**config.mk**
```make
export PLATFORM = sky130hd
export DESIGN_NAME = scp_pins
export DESIGN_NICKNAME = d
export VERILOG_FILES = /design/src/rtl/scp_sync.v /design/src/rtl/scp_pins.v
export VERILOG_INCLUDE_DIRS = /design/src /design/src/rtl
export SDC_FILE = /design/constraint.sdc
export NUM_CORES = 1
export LEC_CHECK = 0
export BUFFER_PORTS_ARGS = -buffer_cell sky130_fd_sc_hd__buf_2
export CAP_MARGIN = 25
export CORE_MARGIN = 2
export CORE_UTILIZATION = 40
export CTS_BUF_LIST = sky130_fd_sc_hd__clkbuf_4 sky130_fd_sc_hd__clkbuf_8
export CTS_CLUSTER_DIAMETER = 200
export DETAILED_ROUTE_END_ITERATION = 6
export PLACE_DENSITY = 0.7
export SLEW_MARGIN = 5
export SYNTH_ARGS = -nofsm -noshare
export SYNTH_HDL_FRONTEND = slang
export SYNTH_SLANG_ARGS = --single-unit
```
**constraint.sdc**
```tcl
create_clock -name REF_CLK -period 2.02 [get_ports REF_CLK]
set_input_delay 0.404 -clock REF_CLK [delete_from_list [all_inputs] [get_ports REF_CLK]]
set_output_delay 0.404 -clock REF_CLK [all_outputs]
set_load 0.03 [all_outputs]
```
**src/rtl/scp_consts.vh**
```
`ifndef SCP_CONSTS_VH
`define SCP_CONSTS_VH

// ----------------------------------------------------------------
// Register offsets
// ----------------------------------------------------------------
`define SCP_ADDR_CTRL        8'h00
`define SCP_ADDR_DIR         8'h04
`define SCP_ADDR_FUNC        8'h08
`define SCP_ADDR_GPIO_DIR    8'h0C
`define SCP_ADDR_GPIO_OUT    8'h10
`define SCP_ADDR_GPIO_IN     8'h14
`define SCP_ADDR_STATUS      8'h18

// ----------------------------------------------------------------
// Control register fields
// ----------------------------------------------------------------
`define SCP_CTRL_SHARED      0
`define SCP_CTRL_EXTBUF      1
`define SCP_CTRL_NETWORK     2
`define SCP_CTRL_OFLAG_LSB   4

// ----------------------------------------------------------------
// Direction register fields
// ----------------------------------------------------------------
`define SCP_DIR_RX_CLK       0
`define SCP_DIR_RX_FS        1
`define SCP_DIR_RX_HF        2
`define SCP_DIR_TX_CLK       3
`define SCP_DIR_TX_FS        4
`define SCP_DIR_TX_HF        5

// ----------------------------------------------------------------
// Pin indices
// ----------------------------------------------------------------
`define SCP_PIN_RX_CLK       0
`define SCP_PIN_RX_FS        1
`define SCP_PIN_RX_HF        2
`define SCP_PIN_TX_CLK       3
`define SCP_PIN_TX_FS        4
`define SCP_PIN_TX_HF        5

// ----------------------------------------------------------------
// Status register fields and clock source codes
// ----------------------------------------------------------------
`define SCP_STAT_IFLAG_LSB   0
`define SCP_STAT_RX_SRC_LSB  4
`define SCP_STAT_TX_SRC_LSB  6
`define SCP_SRC_BIT_PIN      2'h0
`define SCP_SRC_HF_PIN       2'h1
`define SCP_SRC_INTERNAL     2'h2

// ----------------------------------------------------------------
// Reset values
// ----------------------------------------------------------------
`define SCP_CTRL_RST         7'h00
`define SCP_DIR_RST          6'h00
`define SCP_FUNC_RST         6'h00
`define SCP_GPIO_DIR_RST     6'h00
`define SCP_GPIO_OUT_RST     6'h00

`endif

```
**src/rtl/scp_sync.v**
```verilog
`timescale 1ns/1ps
`default_nettype none

module scp_sync #(
  parameter WIDTH = 6
) (
  input  wire             clk,
  input  wire             rst,
  input  wire [WIDTH-1:0] d,
  output wire [WIDTH-1:0] q
);

  reg [WIDTH-1:0] meta_reg;
  reg [WIDTH-1:0] sync_reg;

  // First stage feeds only the second stage
  always @(posedge clk) begin
    if (rst) begin
      meta_reg <= {WIDTH{1'b0}};
      sync_reg <= {WIDTH{1'b0}};
    end else begin
      meta_reg <= d;
      sync_reg <= meta_reg;
    end
  end

  assign q = sync_reg;

endmodule // scp_sync

`default_nettype wire

```
**src/rtl/scp_pins.v**
```verilog
// Our own choices: the placing of the registers and strobed register access.
`timescale 1ns/1ps
`default_nettype none
`include "scp_consts.vh"

// How it works
// - Async mode: rx bit-clock pin clocks receivers, direction from rx clock bit.
// - Shared mode: rx bit-clock pin is flag 0; output follows flag-0 at frame sync.
// - Flag 0 input is captured at frame sync, or at slot in network mode.
// - Rx clock: internal if both bits set, hf pin if only clock bit, else pin.
// - Tx bit-clock pin clocks transmitters, direction from tx clock bit.
// - Shared mode: receivers use the transmit bit clock.
// - Async mode: rx frame-sync pin carries receiver frame sync, own direction bit.
// - Shared mode: rx frame-sync pin is flag 1, or buffer enable out.
// - Flag 1 drives and captures like flag 0.
// - Tx frame-sync pin serves transmitters, and receivers in shared mode.
// - Tx frame-sync output is internal sync; input used as frame sync.
// - Tx hf-clock pin feeds transmitters, and receivers in shared mode.
// - Tx hf-clock input replaces core clock; output gives usable clock.
// - Async mode: rx hf-clock pin feeds receivers, own direction bit.
// - Shared mode: rx hf-clock pin is flag 2, like flag 0.
// - Each pin falls back to general-purpose I/O when serial function unused.
// - Tx frame-sync pin input when its direction bit clear, output when set.
// - Tx clock bit set drives internal clock out; clear lets pin drive in.
module scp_pins (
  input  wire        REF_CLK,
  input  wire        RST,
  input  wire [7:0]  ADDR,
  input  wire [31:0] WDATA,
  input  wire        WR,
  input  wire        RD,
  output reg  [31:0] RDATA,
  input  wire        INT_RX_BCLK,
  input  wire        INT_RX_FS,
  input  wire        INT_RX_HF,
  input  wire        INT_TX_BCLK,
  input  wire        INT_TX_FS,
  input  wire        INT_TX_HF,
  input  wire        TX_BUF_EN,
  input  wire        SLOT_STROBE,
  input  wire [5:0]  PIN_I,
  output reg  [5:0]  PIN_O,
  output reg  [5:0]  PIN_OE,
  output reg         RX_BCLK,
  output reg         TX_BCLK,
  output reg         RX_FS,
  output reg         TX_FS,
  output reg         RX_HF,
  output reg         TX_HF,
  output reg         TX_HF_EXT,
  output reg  [2:0]  IN_FLAGS
);

  // ----------------------------------------------------------------
  // Helpers
  // ----------------------------------------------------------------
  function [1:0] clk_src;
    input hf_dir;
    input clk_dir;
    begin
      if (hf_dir && clk_dir) begin
        clk_src = `SCP_SRC_INTERNAL;
      end else if (clk_dir) begin
        clk_src = `SCP_SRC_HF_PIN;
      end else begin
        clk_src = `SCP_SRC_BIT_PIN;
      end
    end
  endfunction

  function clk_pick;
    input [1:0] src;
    input       int_clk;
    input       hf_pin;
    input       bit_pin;
    begin
      if (src == `SCP_SRC_INTERNAL) begin
        clk_pick = int_clk;
      end else if (src == `SCP_SRC_HF_PIN) begin
        clk_pick = hf_pin;
      end else begin
        clk_pick = bit_pin;
      end
    end
  endfunction

  // ----------------------------------------------------------------
  // Registers
  // ----------------------------------------------------------------
  reg  [6:0] ctrl_reg;
  reg  [5:0] dir_reg;
  reg  [5:0] func_reg;
  reg  [5:0] gpio_dir_reg;
  reg  [5:0] gpio_out_reg;
  reg  [2:0] oflag_reg;
  reg  [2:0] iflag_reg;
  reg        fs_del_reg;

  wire [5:0] pin_s;

  wire       shared_clock_mode        = ctrl_reg[`SCP_CTRL_SHARED];
  wire       ext_buffer_enable_select = ctrl_reg[`SCP_CTRL_EXTBUF];
  wire       network_mode             = ctrl_reg[`SCP_CTRL_NETWORK];
  wire [2:0] out_flag_ctl             = ctrl_reg[`SCP_CTRL_OFLAG_LSB+2:`SCP_CTRL_OFLAG_LSB];

  wire       rx_clock_direction       = dir_reg[`SCP_DIR_RX_CLK];
  wire       rx_frame_sync_direction  = dir_reg[`SCP_DIR_RX_FS];
  wire       rx_hf_clock_direction    = dir_reg[`SCP_DIR_RX_HF];
  wire       tx_clock_direction       = dir_reg[`SCP_DIR_TX_CLK];
  wire       tx_frame_sync_direction  = dir_reg[`SCP_DIR_TX_FS];
  wire       tx_hf_clock_direction    = dir_reg[`SCP_DIR_TX_HF];

  // ----------------------------------------------------------------
  // Pin input synchronisers
  // ----------------------------------------------------------------
  // Pins are sampled by core clock only; slow enough external clocks assumed
  scp_sync #(
    .WIDTH (6)
  ) u_pin_sync (
    .clk (REF_CLK),
    .rst (RST),
    .d   (PIN_I),
    .q   (pin_s)
  );

  // ----------------------------------------------------------------
  // Clock and frame sync selection
  // ----------------------------------------------------------------
  wire [1:0] rx_src_async = clk_src(rx_hf_clock_direction, rx_clock_direction);
  wire [1:0] tx_src       = clk_src(tx_hf_clock_direction, tx_clock_direction);

  wire tx_bclk_sel = clk_pick(tx_src, INT_TX_BCLK, pin_s[`SCP_PIN_TX_HF],
                              pin_s[`SCP_PIN_TX_CLK]);
  wire rx_bclk_async = clk_pick(rx_src_async, INT_RX_BCLK, pin_s[`SCP_PIN_RX_HF],
                                pin_s[`SCP_PIN_RX_CLK]);
  wire rx_bclk_sel = shared_clock_mode ? tx_bclk_sel : rx_bclk_async;
  wire [1:0] rx_src = shared_clock_mode ? tx_src : rx_src_async;

  // Output direction uses internal sync, input uses pin
  wire tx_fs_sel = tx_frame_sync_direction ? INT_TX_FS
                                           : pin_s[`SCP_PIN_TX_FS];
  wire rx_fs_async = rx_frame_sync_direction ? INT_RX_FS
                                             : pin_s[`SCP_PIN_RX_FS];
  wire rx_fs_sel = shared_clock_mode ? tx_fs_sel : rx_fs_async;

  // Input pin replaces the core-derived high frequency clock
  wire tx_hf_sel = tx_hf_clock_direction ? INT_TX_HF
                                         : pin_s[`SCP_PIN_TX_HF];
  wire rx_hf_async = rx_hf_clock_direction ? INT_RX_HF
                                           : pin_s[`SCP_PIN_RX_HF];
  wire rx_hf_sel = shared_clock_mode ? tx_hf_sel : rx_hf_async;

  // ----------------------------------------------------------------
  // Serial flags
  // ----------------------------------------------------------------
  // Flag 1 exists only while buffer enable is not selected
  wire [2:0] flag_mode;
  wire [2:0] flag_dir;

  assign flag_mode[0] = shared_clock_mode & func_reg[`SCP_PIN_RX_CLK];
  assign flag_mode[1] = shared_clock_mode & ~ext_buffer_enable_select
                        & func_reg[`SCP_PIN_RX_FS];
  assign flag_mode[2] = shared_clock_mode & func_reg[`SCP_PIN_RX_HF];
  assign flag_dir     = {rx_hf_clock_direction, rx_frame_sync_direction,
                         rx_clock_direction};

  wire fs_rise   = tx_fs_sel & ~fs_del_reg;
  wire flag_tick = network_mode ? SLOT_STROBE : fs_rise;
  wire [2:0] flag_pin = {pin_s[`SCP_PIN_RX_HF], pin_s[`SCP_PIN_RX_FS],
                         pin_s[`SCP_PIN_RX_CLK]};

  always @(posedge REF_CLK) begin
    if (RST) begin
      fs_del_reg <= 1'b0;
    end else begin
      fs_del_reg <= tx_fs_sel;
    end
  end

  genvar g;
  generate
    for (g = 0; g < 3; g = g + 1) begin : g_flag
      // Output flag changes only on frame sync so the peer sees it aligned
      always @(posedge REF_CLK) begin
        if (RST) begin
          oflag_reg[g] <= 1'b0;
        end else if (fs_rise) begin
          oflag_reg[g] <= out_flag_ctl[g];
        end
      end

      // Input flag sampled at frame sync or time slot
      always @(posedge REF_CLK) begin
        if (RST) begin
          iflag_reg[g] <= 1'b0;
        end else if (flag_mode[g] && !flag_dir[g] && flag_tick) begin
          iflag_reg[g] <= flag_pin[g];
        end
      end
    end
  endgenerate

  // ----------------------------------------------------------------
  // Pin drive
  // ----------------------------------------------------------------
  reg [5:0] pin_o_next;
  reg [5:0] pin_oe_next;
  reg [5:0] ser_o;
  reg [5:0] ser_oe;

  always @* begin
    ser_o  = 6'h00;
    ser_oe = 6'h00;
    // Receive bit clock pin
    if (shared_clock_mode) begin
      ser_oe[`SCP_PIN_RX_CLK] = rx_clock_direction;
      ser_o[`SCP_PIN_RX_CLK]  = oflag_reg[0];
    end else begin
      ser_oe[`SCP_PIN_RX_CLK] = rx_clock_direction;
      ser_o[`SCP_PIN_RX_CLK]  = INT_RX_BCLK;
    end
    // Receive frame sync pin
    if (!shared_clock_mode) begin
      ser_oe[`SCP_PIN_RX_FS] = rx_frame_sync_direction;
      ser_o[`SCP_PIN_RX_FS]  = INT_RX_FS;
    end else if (!ext_buffer_enable_select) begin
      ser_oe[`SCP_PIN_RX_FS] = rx_frame_sync_direction;
      ser_o[`SCP_PIN_RX_FS]  = oflag_reg[1];
    end else begin
      ser_oe[`SCP_PIN_RX_FS] = rx_frame_sync_direction;
      ser_o[`SCP_PIN_RX_FS]  = TX_BUF_EN;
    end
    // Receive high frequency clock pin
    if (shared_clock_mode) begin
      ser_oe[`SCP_PIN_RX_HF] = rx_hf_clock_direction;
      ser_o[`SCP_PIN_RX_HF]  = oflag_reg[2];
    end else begin
      ser_oe[`SCP_PIN_RX_HF] = rx_hf_clock_direction;
      ser_o[`SCP_PIN_RX_HF]  = INT_RX_HF;
    end
    // Transmit pins
    ser_oe[`SCP_PIN_TX_CLK] = tx_clock_direction;
    ser_o[`SCP_PIN_TX_CLK]  = INT_TX_BCLK;
    ser_oe[`SCP_PIN_TX_FS]  = tx_frame_sync_direction;
    ser_o[`SCP_PIN_TX_FS]   = INT_TX_FS;
    ser_oe[`SCP_PIN_TX_HF]  = tx_hf_clock_direction;
    ser_o[`SCP_PIN_TX_HF]   = INT_TX_HF;
  end

  always @* begin
    pin_o_next  = (func_reg & ser_o) | (~func_reg & gpio_out_reg);
    pin_oe_next = (func_reg & ser_oe) | (~func_reg & gpio_dir_reg);
  end

  // Registered pin drive adds one cycle but keeps outputs glitch free
  always @(posedge REF_CLK) begin
    if (RST) begin
      PIN_O  <= 6'h00;
      PIN_OE <= 6'h00;
    end else begin
      PIN_O  <= pin_o_next;
      PIN_OE <= pin_oe_next;
    end
  end

  // ----------------------------------------------------------------
  // Selected clocks to the shifters
  // ----------------------------------------------------------------
  always @(posedge REF_CLK) begin
    if (RST) begin
      RX_BCLK   <= 1'b0;
      TX_BCLK   <= 1'b0;
      RX_FS     <= 1'b0;
      TX_FS     <= 1'b0;
      RX_HF     <= 1'b0;
      TX_HF     <= 1'b0;
      TX_HF_EXT <= 1'b0;
      IN_FLAGS  <= 3'h0;
    end else begin
      RX_BCLK   <= rx_bclk_sel;
      TX_BCLK   <= tx_bclk_sel;
      RX_FS     <= rx_fs_sel;
      TX_FS     <= tx_fs_sel;
      RX_HF     <= rx_hf_sel;
      TX_HF     <= tx_hf_sel;
      TX_HF_EXT <= ~tx_hf_clock_direction;
      IN_FLAGS  <= iflag_reg;
    end
  end

  // ----------------------------------------------------------------
  // Register writes
  // ----------------------------------------------------------------
  always @(posedge REF_CLK) begin
    if (RST) begin
      ctrl_reg     <= `SCP_CTRL_RST;
      dir_reg      <= `SCP_DIR_RST;
      func_reg     <= `SCP_FUNC_RST;
      gpio_dir_reg <= `SCP_GPIO_DIR_RST;
      gpio_out_reg <= `SCP_GPIO_OUT_RST;
    end else if (WR) begin
      if (ADDR == `SCP_ADDR_CTRL) begin
        ctrl_reg <= WDATA[6:0];
      end else if (ADDR == `SCP_ADDR_DIR) begin
        dir_reg <= WDATA[5:0];
      end else if (ADDR == `SCP_ADDR_FUNC) begin
        func_reg <= WDATA[5:0];
      end else if (ADDR == `SCP_ADDR_GPIO_DIR) begin
        gpio_dir_reg <= WDATA[5:0];
      end else if (ADDR == `SCP_ADDR_GPIO_OUT) begin
        gpio_out_reg <= WDATA[5:0];
      end
    end
  end

  // ----------------------------------------------------------------
  // Register reads
  // ----------------------------------------------------------------
  reg [31:0] rdata_next;

  always @* begin
    rdata_next = 32'h0000_0000;
    if (ADDR == `SCP_ADDR_CTRL) begin
      rdata_next[6:0] = ctrl_reg;
    end else if (ADDR == `SCP_ADDR_DIR) begin
      rdata_next[5:0] = dir_reg;
    end else if (ADDR == `SCP_ADDR_FUNC) begin
      rdata_next[5:0] = func_reg;
    end else if (ADDR == `SCP_ADDR_GPIO_DIR) begin
      rdata_next[5:0] = gpio_dir_reg;
    end else if (ADDR == `SCP_ADDR_GPIO_OUT) begin
      rdata_next[5:0] = gpio_out_reg;
    end else if (ADDR == `SCP_ADDR_GPIO_IN) begin
      rdata_next[5:0] = pin_s;
    end else if (ADDR == `SCP_ADDR_STATUS) begin
      rdata_next[`SCP_STAT_IFLAG_LSB+2:`SCP_STAT_IFLAG_LSB]   = iflag_reg;
      rdata_next[`SCP_STAT_RX_SRC_LSB+1:`SCP_STAT_RX_SRC_LSB] = rx_src;
      rdata_next[`SCP_STAT_TX_SRC_LSB+1:`SCP_STAT_TX_SRC_LSB] = tx_src;
    end
  end

  // Read data valid only in the cycle after the strobe
  always @(posedge REF_CLK) begin
    if (RST) begin
      RDATA <= 32'h0000_0000;
    end else if (RD) begin
      RDATA <= rdata_next;
    end else begin
      RDATA <= 32'h0000_0000;
    end
  end

endmodule // scp_pins

`default_nettype wire

```
==> reports/metrics.csv <==
metric,value,unit
grt_pass1_vias,2678,
dr.pass1.iters,4,
post_cts_resized,0,
arrival,2.10,ns
setup_ws,0.146,ns
max_stage_delay,0.58,ns
rsz0062_at_grt,no,
syn_avg_cell_area,9.54,um^2
cap_violations,0,
vias_per_cell,5.01,
ant_nets,0,
postCtsSetupRepairBufs,0,
crit_chain,"buf_2, or4_4, buf_4, nor4_4, buf_4, mux2i_1, nor2_1",
place_hpwl,5900,um
synth.largest_area_cell,dfxtp_1,
initial_core_util,40.5,%
nets,498,
die_y,97.3,um
period_minus_slack,1.87,ns
crit_required,2.25,ns
cts.path.max_buffers,2,
final_cells,553,
tns,0,ns
fin_worst_skew,0.0129,ns
fp.dieW,97.3,um
grt_pass1_wl,13300,um
synth_cells,365,
ys_ff_latch,79,
finalSetupViolCount,0,
ys.flop_type,dfxtp_1,
synthMostInstantiatedCell,dfxtp_1,
min_path_type,input pin to flop,
ios,112,
h-tree-depth,3,
yosys_warnings,0,
critPathLaunchType,input pin,
grt.total_usage,17.6,%
std_cell_rows,34,
postCtsHoldBufs,0,
cp-end-kind,flop,
largest_reg_flops,8,
syn_to_final_growth,18.5,%
clk_pin_slew,0.09,ns
dp_cells,537,
peakVddDrop,364,uV
synth_edf_count,0,
worstPathMaxFanout,4,
portBuffers,62,
p_leak,1.69,nW
grt_antenna_before_repair,0,
first_iter_violations,138,
drt-total-wl,8190,um
async_flop_share,0,%
synth.distinct_cells,41,
finalHoldViolCount,0,
die-area,9460,um^2
cts_tree,built,
mappedNetlistArea,3480,um^2
synth_area_leaders,"dfxtp_1 45%, mux2i_1 15%, nor2_1 6.1%",
gp_congestion,0.840,
power_density,735,nW/um^2
clk_latency,0.36,ns
routedWlPerCell,14.8,um
crit_slowest_cell,or4_4,
preCtsSetupSlack,-0.212,ns
drive_gt1_share,26.3,%
yosys.area.top_type_share,45.4,%
finalPower,3.03,mW
synth_common_cells,"79 x dfxtp_1, 57 x nor2_1, 52 x mux2i_1",
status,completed,
max_freq,534,MHz
slew_viol_final,0,
yosysSeqAreaShare,45.4,%
fp.coreArea,8590,um^2
drc,0,
worstSetupPathType,input pin to flop,
critPathMostFrequentCell,buf_4,
fillers,843,
via_count,2769,
cts_buffers,9,
grt_overflow,0,
min_period_over_period,92.8,%
grt_max_degree,38,
diodes,0,
cts_sinks,79,
clock_tree.root_cell,clkbuf_8,
routing by layer:
| layer | wire length [um] | GRT usage (%) | vias to the layer above |
|---|---|---|---|
| li1 | - | - | 1356 |
| met1 | 3510 | 22.1 | 1290 |
| met2 | 3990 | 29.4 | 102 |
| met3 | 486 | 4.39 | 21 |
| met4 | 206 | 6.41 | 0 |
| met5 | 0 | 0 | - |
per-stage QoR:
stage | util [%] | instance area [um^2] | hold slack [ns]
finish | 48.0 | 4130 | 0.248
global route | 48.0 | 4130 | 0.246
detailed placement | 45.7 | 3930 | 0.427
global placement | 45.7 | 3930 | 0.421
floorplan | - | 3580 | 0.414
CTS | 48.0 | 4130 | 0.243
final cells by class:
cell class | instances | area [um^2] | area share [%]
Sequential cell | 79 | 1580 | 38.3
Timing Repair Buffer | 88 | 505 | 12.2
Clock inverter | 5 | 56.3 | 1.36
Multi-Input combinational cell | 257 | 1680 | 40.8
Tap cell | 108 | 135 | 3.27
Inverter | 5 | 18.8 | 0.455
Clock buffer | 11 | 145 | 3.52
power by group:
group          internal (mW)  switching, mW  total [mW]
sequential              1.57        0.00737        1.58
combinational         0.0814          0.179       0.261
clock                  0.619          0.575        1.19
total                   2.27          0.762        3.03
critical path, delay by kind of cell:
family	cells	cell delay (ns)
mux	1	0.18
simple gates	3	1.01
buf+inv	3	0.52
placed cells by master, fill, tap and decap left out, types with 2 or more instances in the layout:
master     count
a2bb2oi_1      3
nand2b_1       7
o21ai_0        9
nand2_1        8
a211oi_1       8
or2_2          2
a21oi_1       14
o22ai_1        3
or3b_2         4
or4_4          2
nor4_1         3
nand3_1        5
a21o_1         2
nor2_1        57
nor4_4         4
mux2i_1       52
clkbuf_8      10
conb_1        24
buf_2         62
nor2b_1       25
a311oi_1       2
dfxtp_1       79
clkinv_2       2
inv_1          5
nand3b_1       5
nor3_1         5
buf_4         26
worst paths after layout:
kind	endpoint	cells after the start	slack (ns)	from
setup / recovery	ctrl_reg[2]	7	0.15	ADDR[1]
hold / removal	u_pin_sync.meta_reg[1]	2	0.25	PIN_I[1]
setup reg to reg	RDATA[4]	4	0.42	ctrl_reg[0]
hold reg to reg	u_pin_sync.q[5]	1	0.44	u_pin_sync.meta_reg[5]
cells by family after synthesis:
group,after synthesis,synth area share [%]
mux,53,15.3
simple gates,130,21.0
other cells,1,0.108
buf+inv,52,8.66
flops,79,45.4
compound gates,50,9.49
Power figures use the tool's default switching activity.
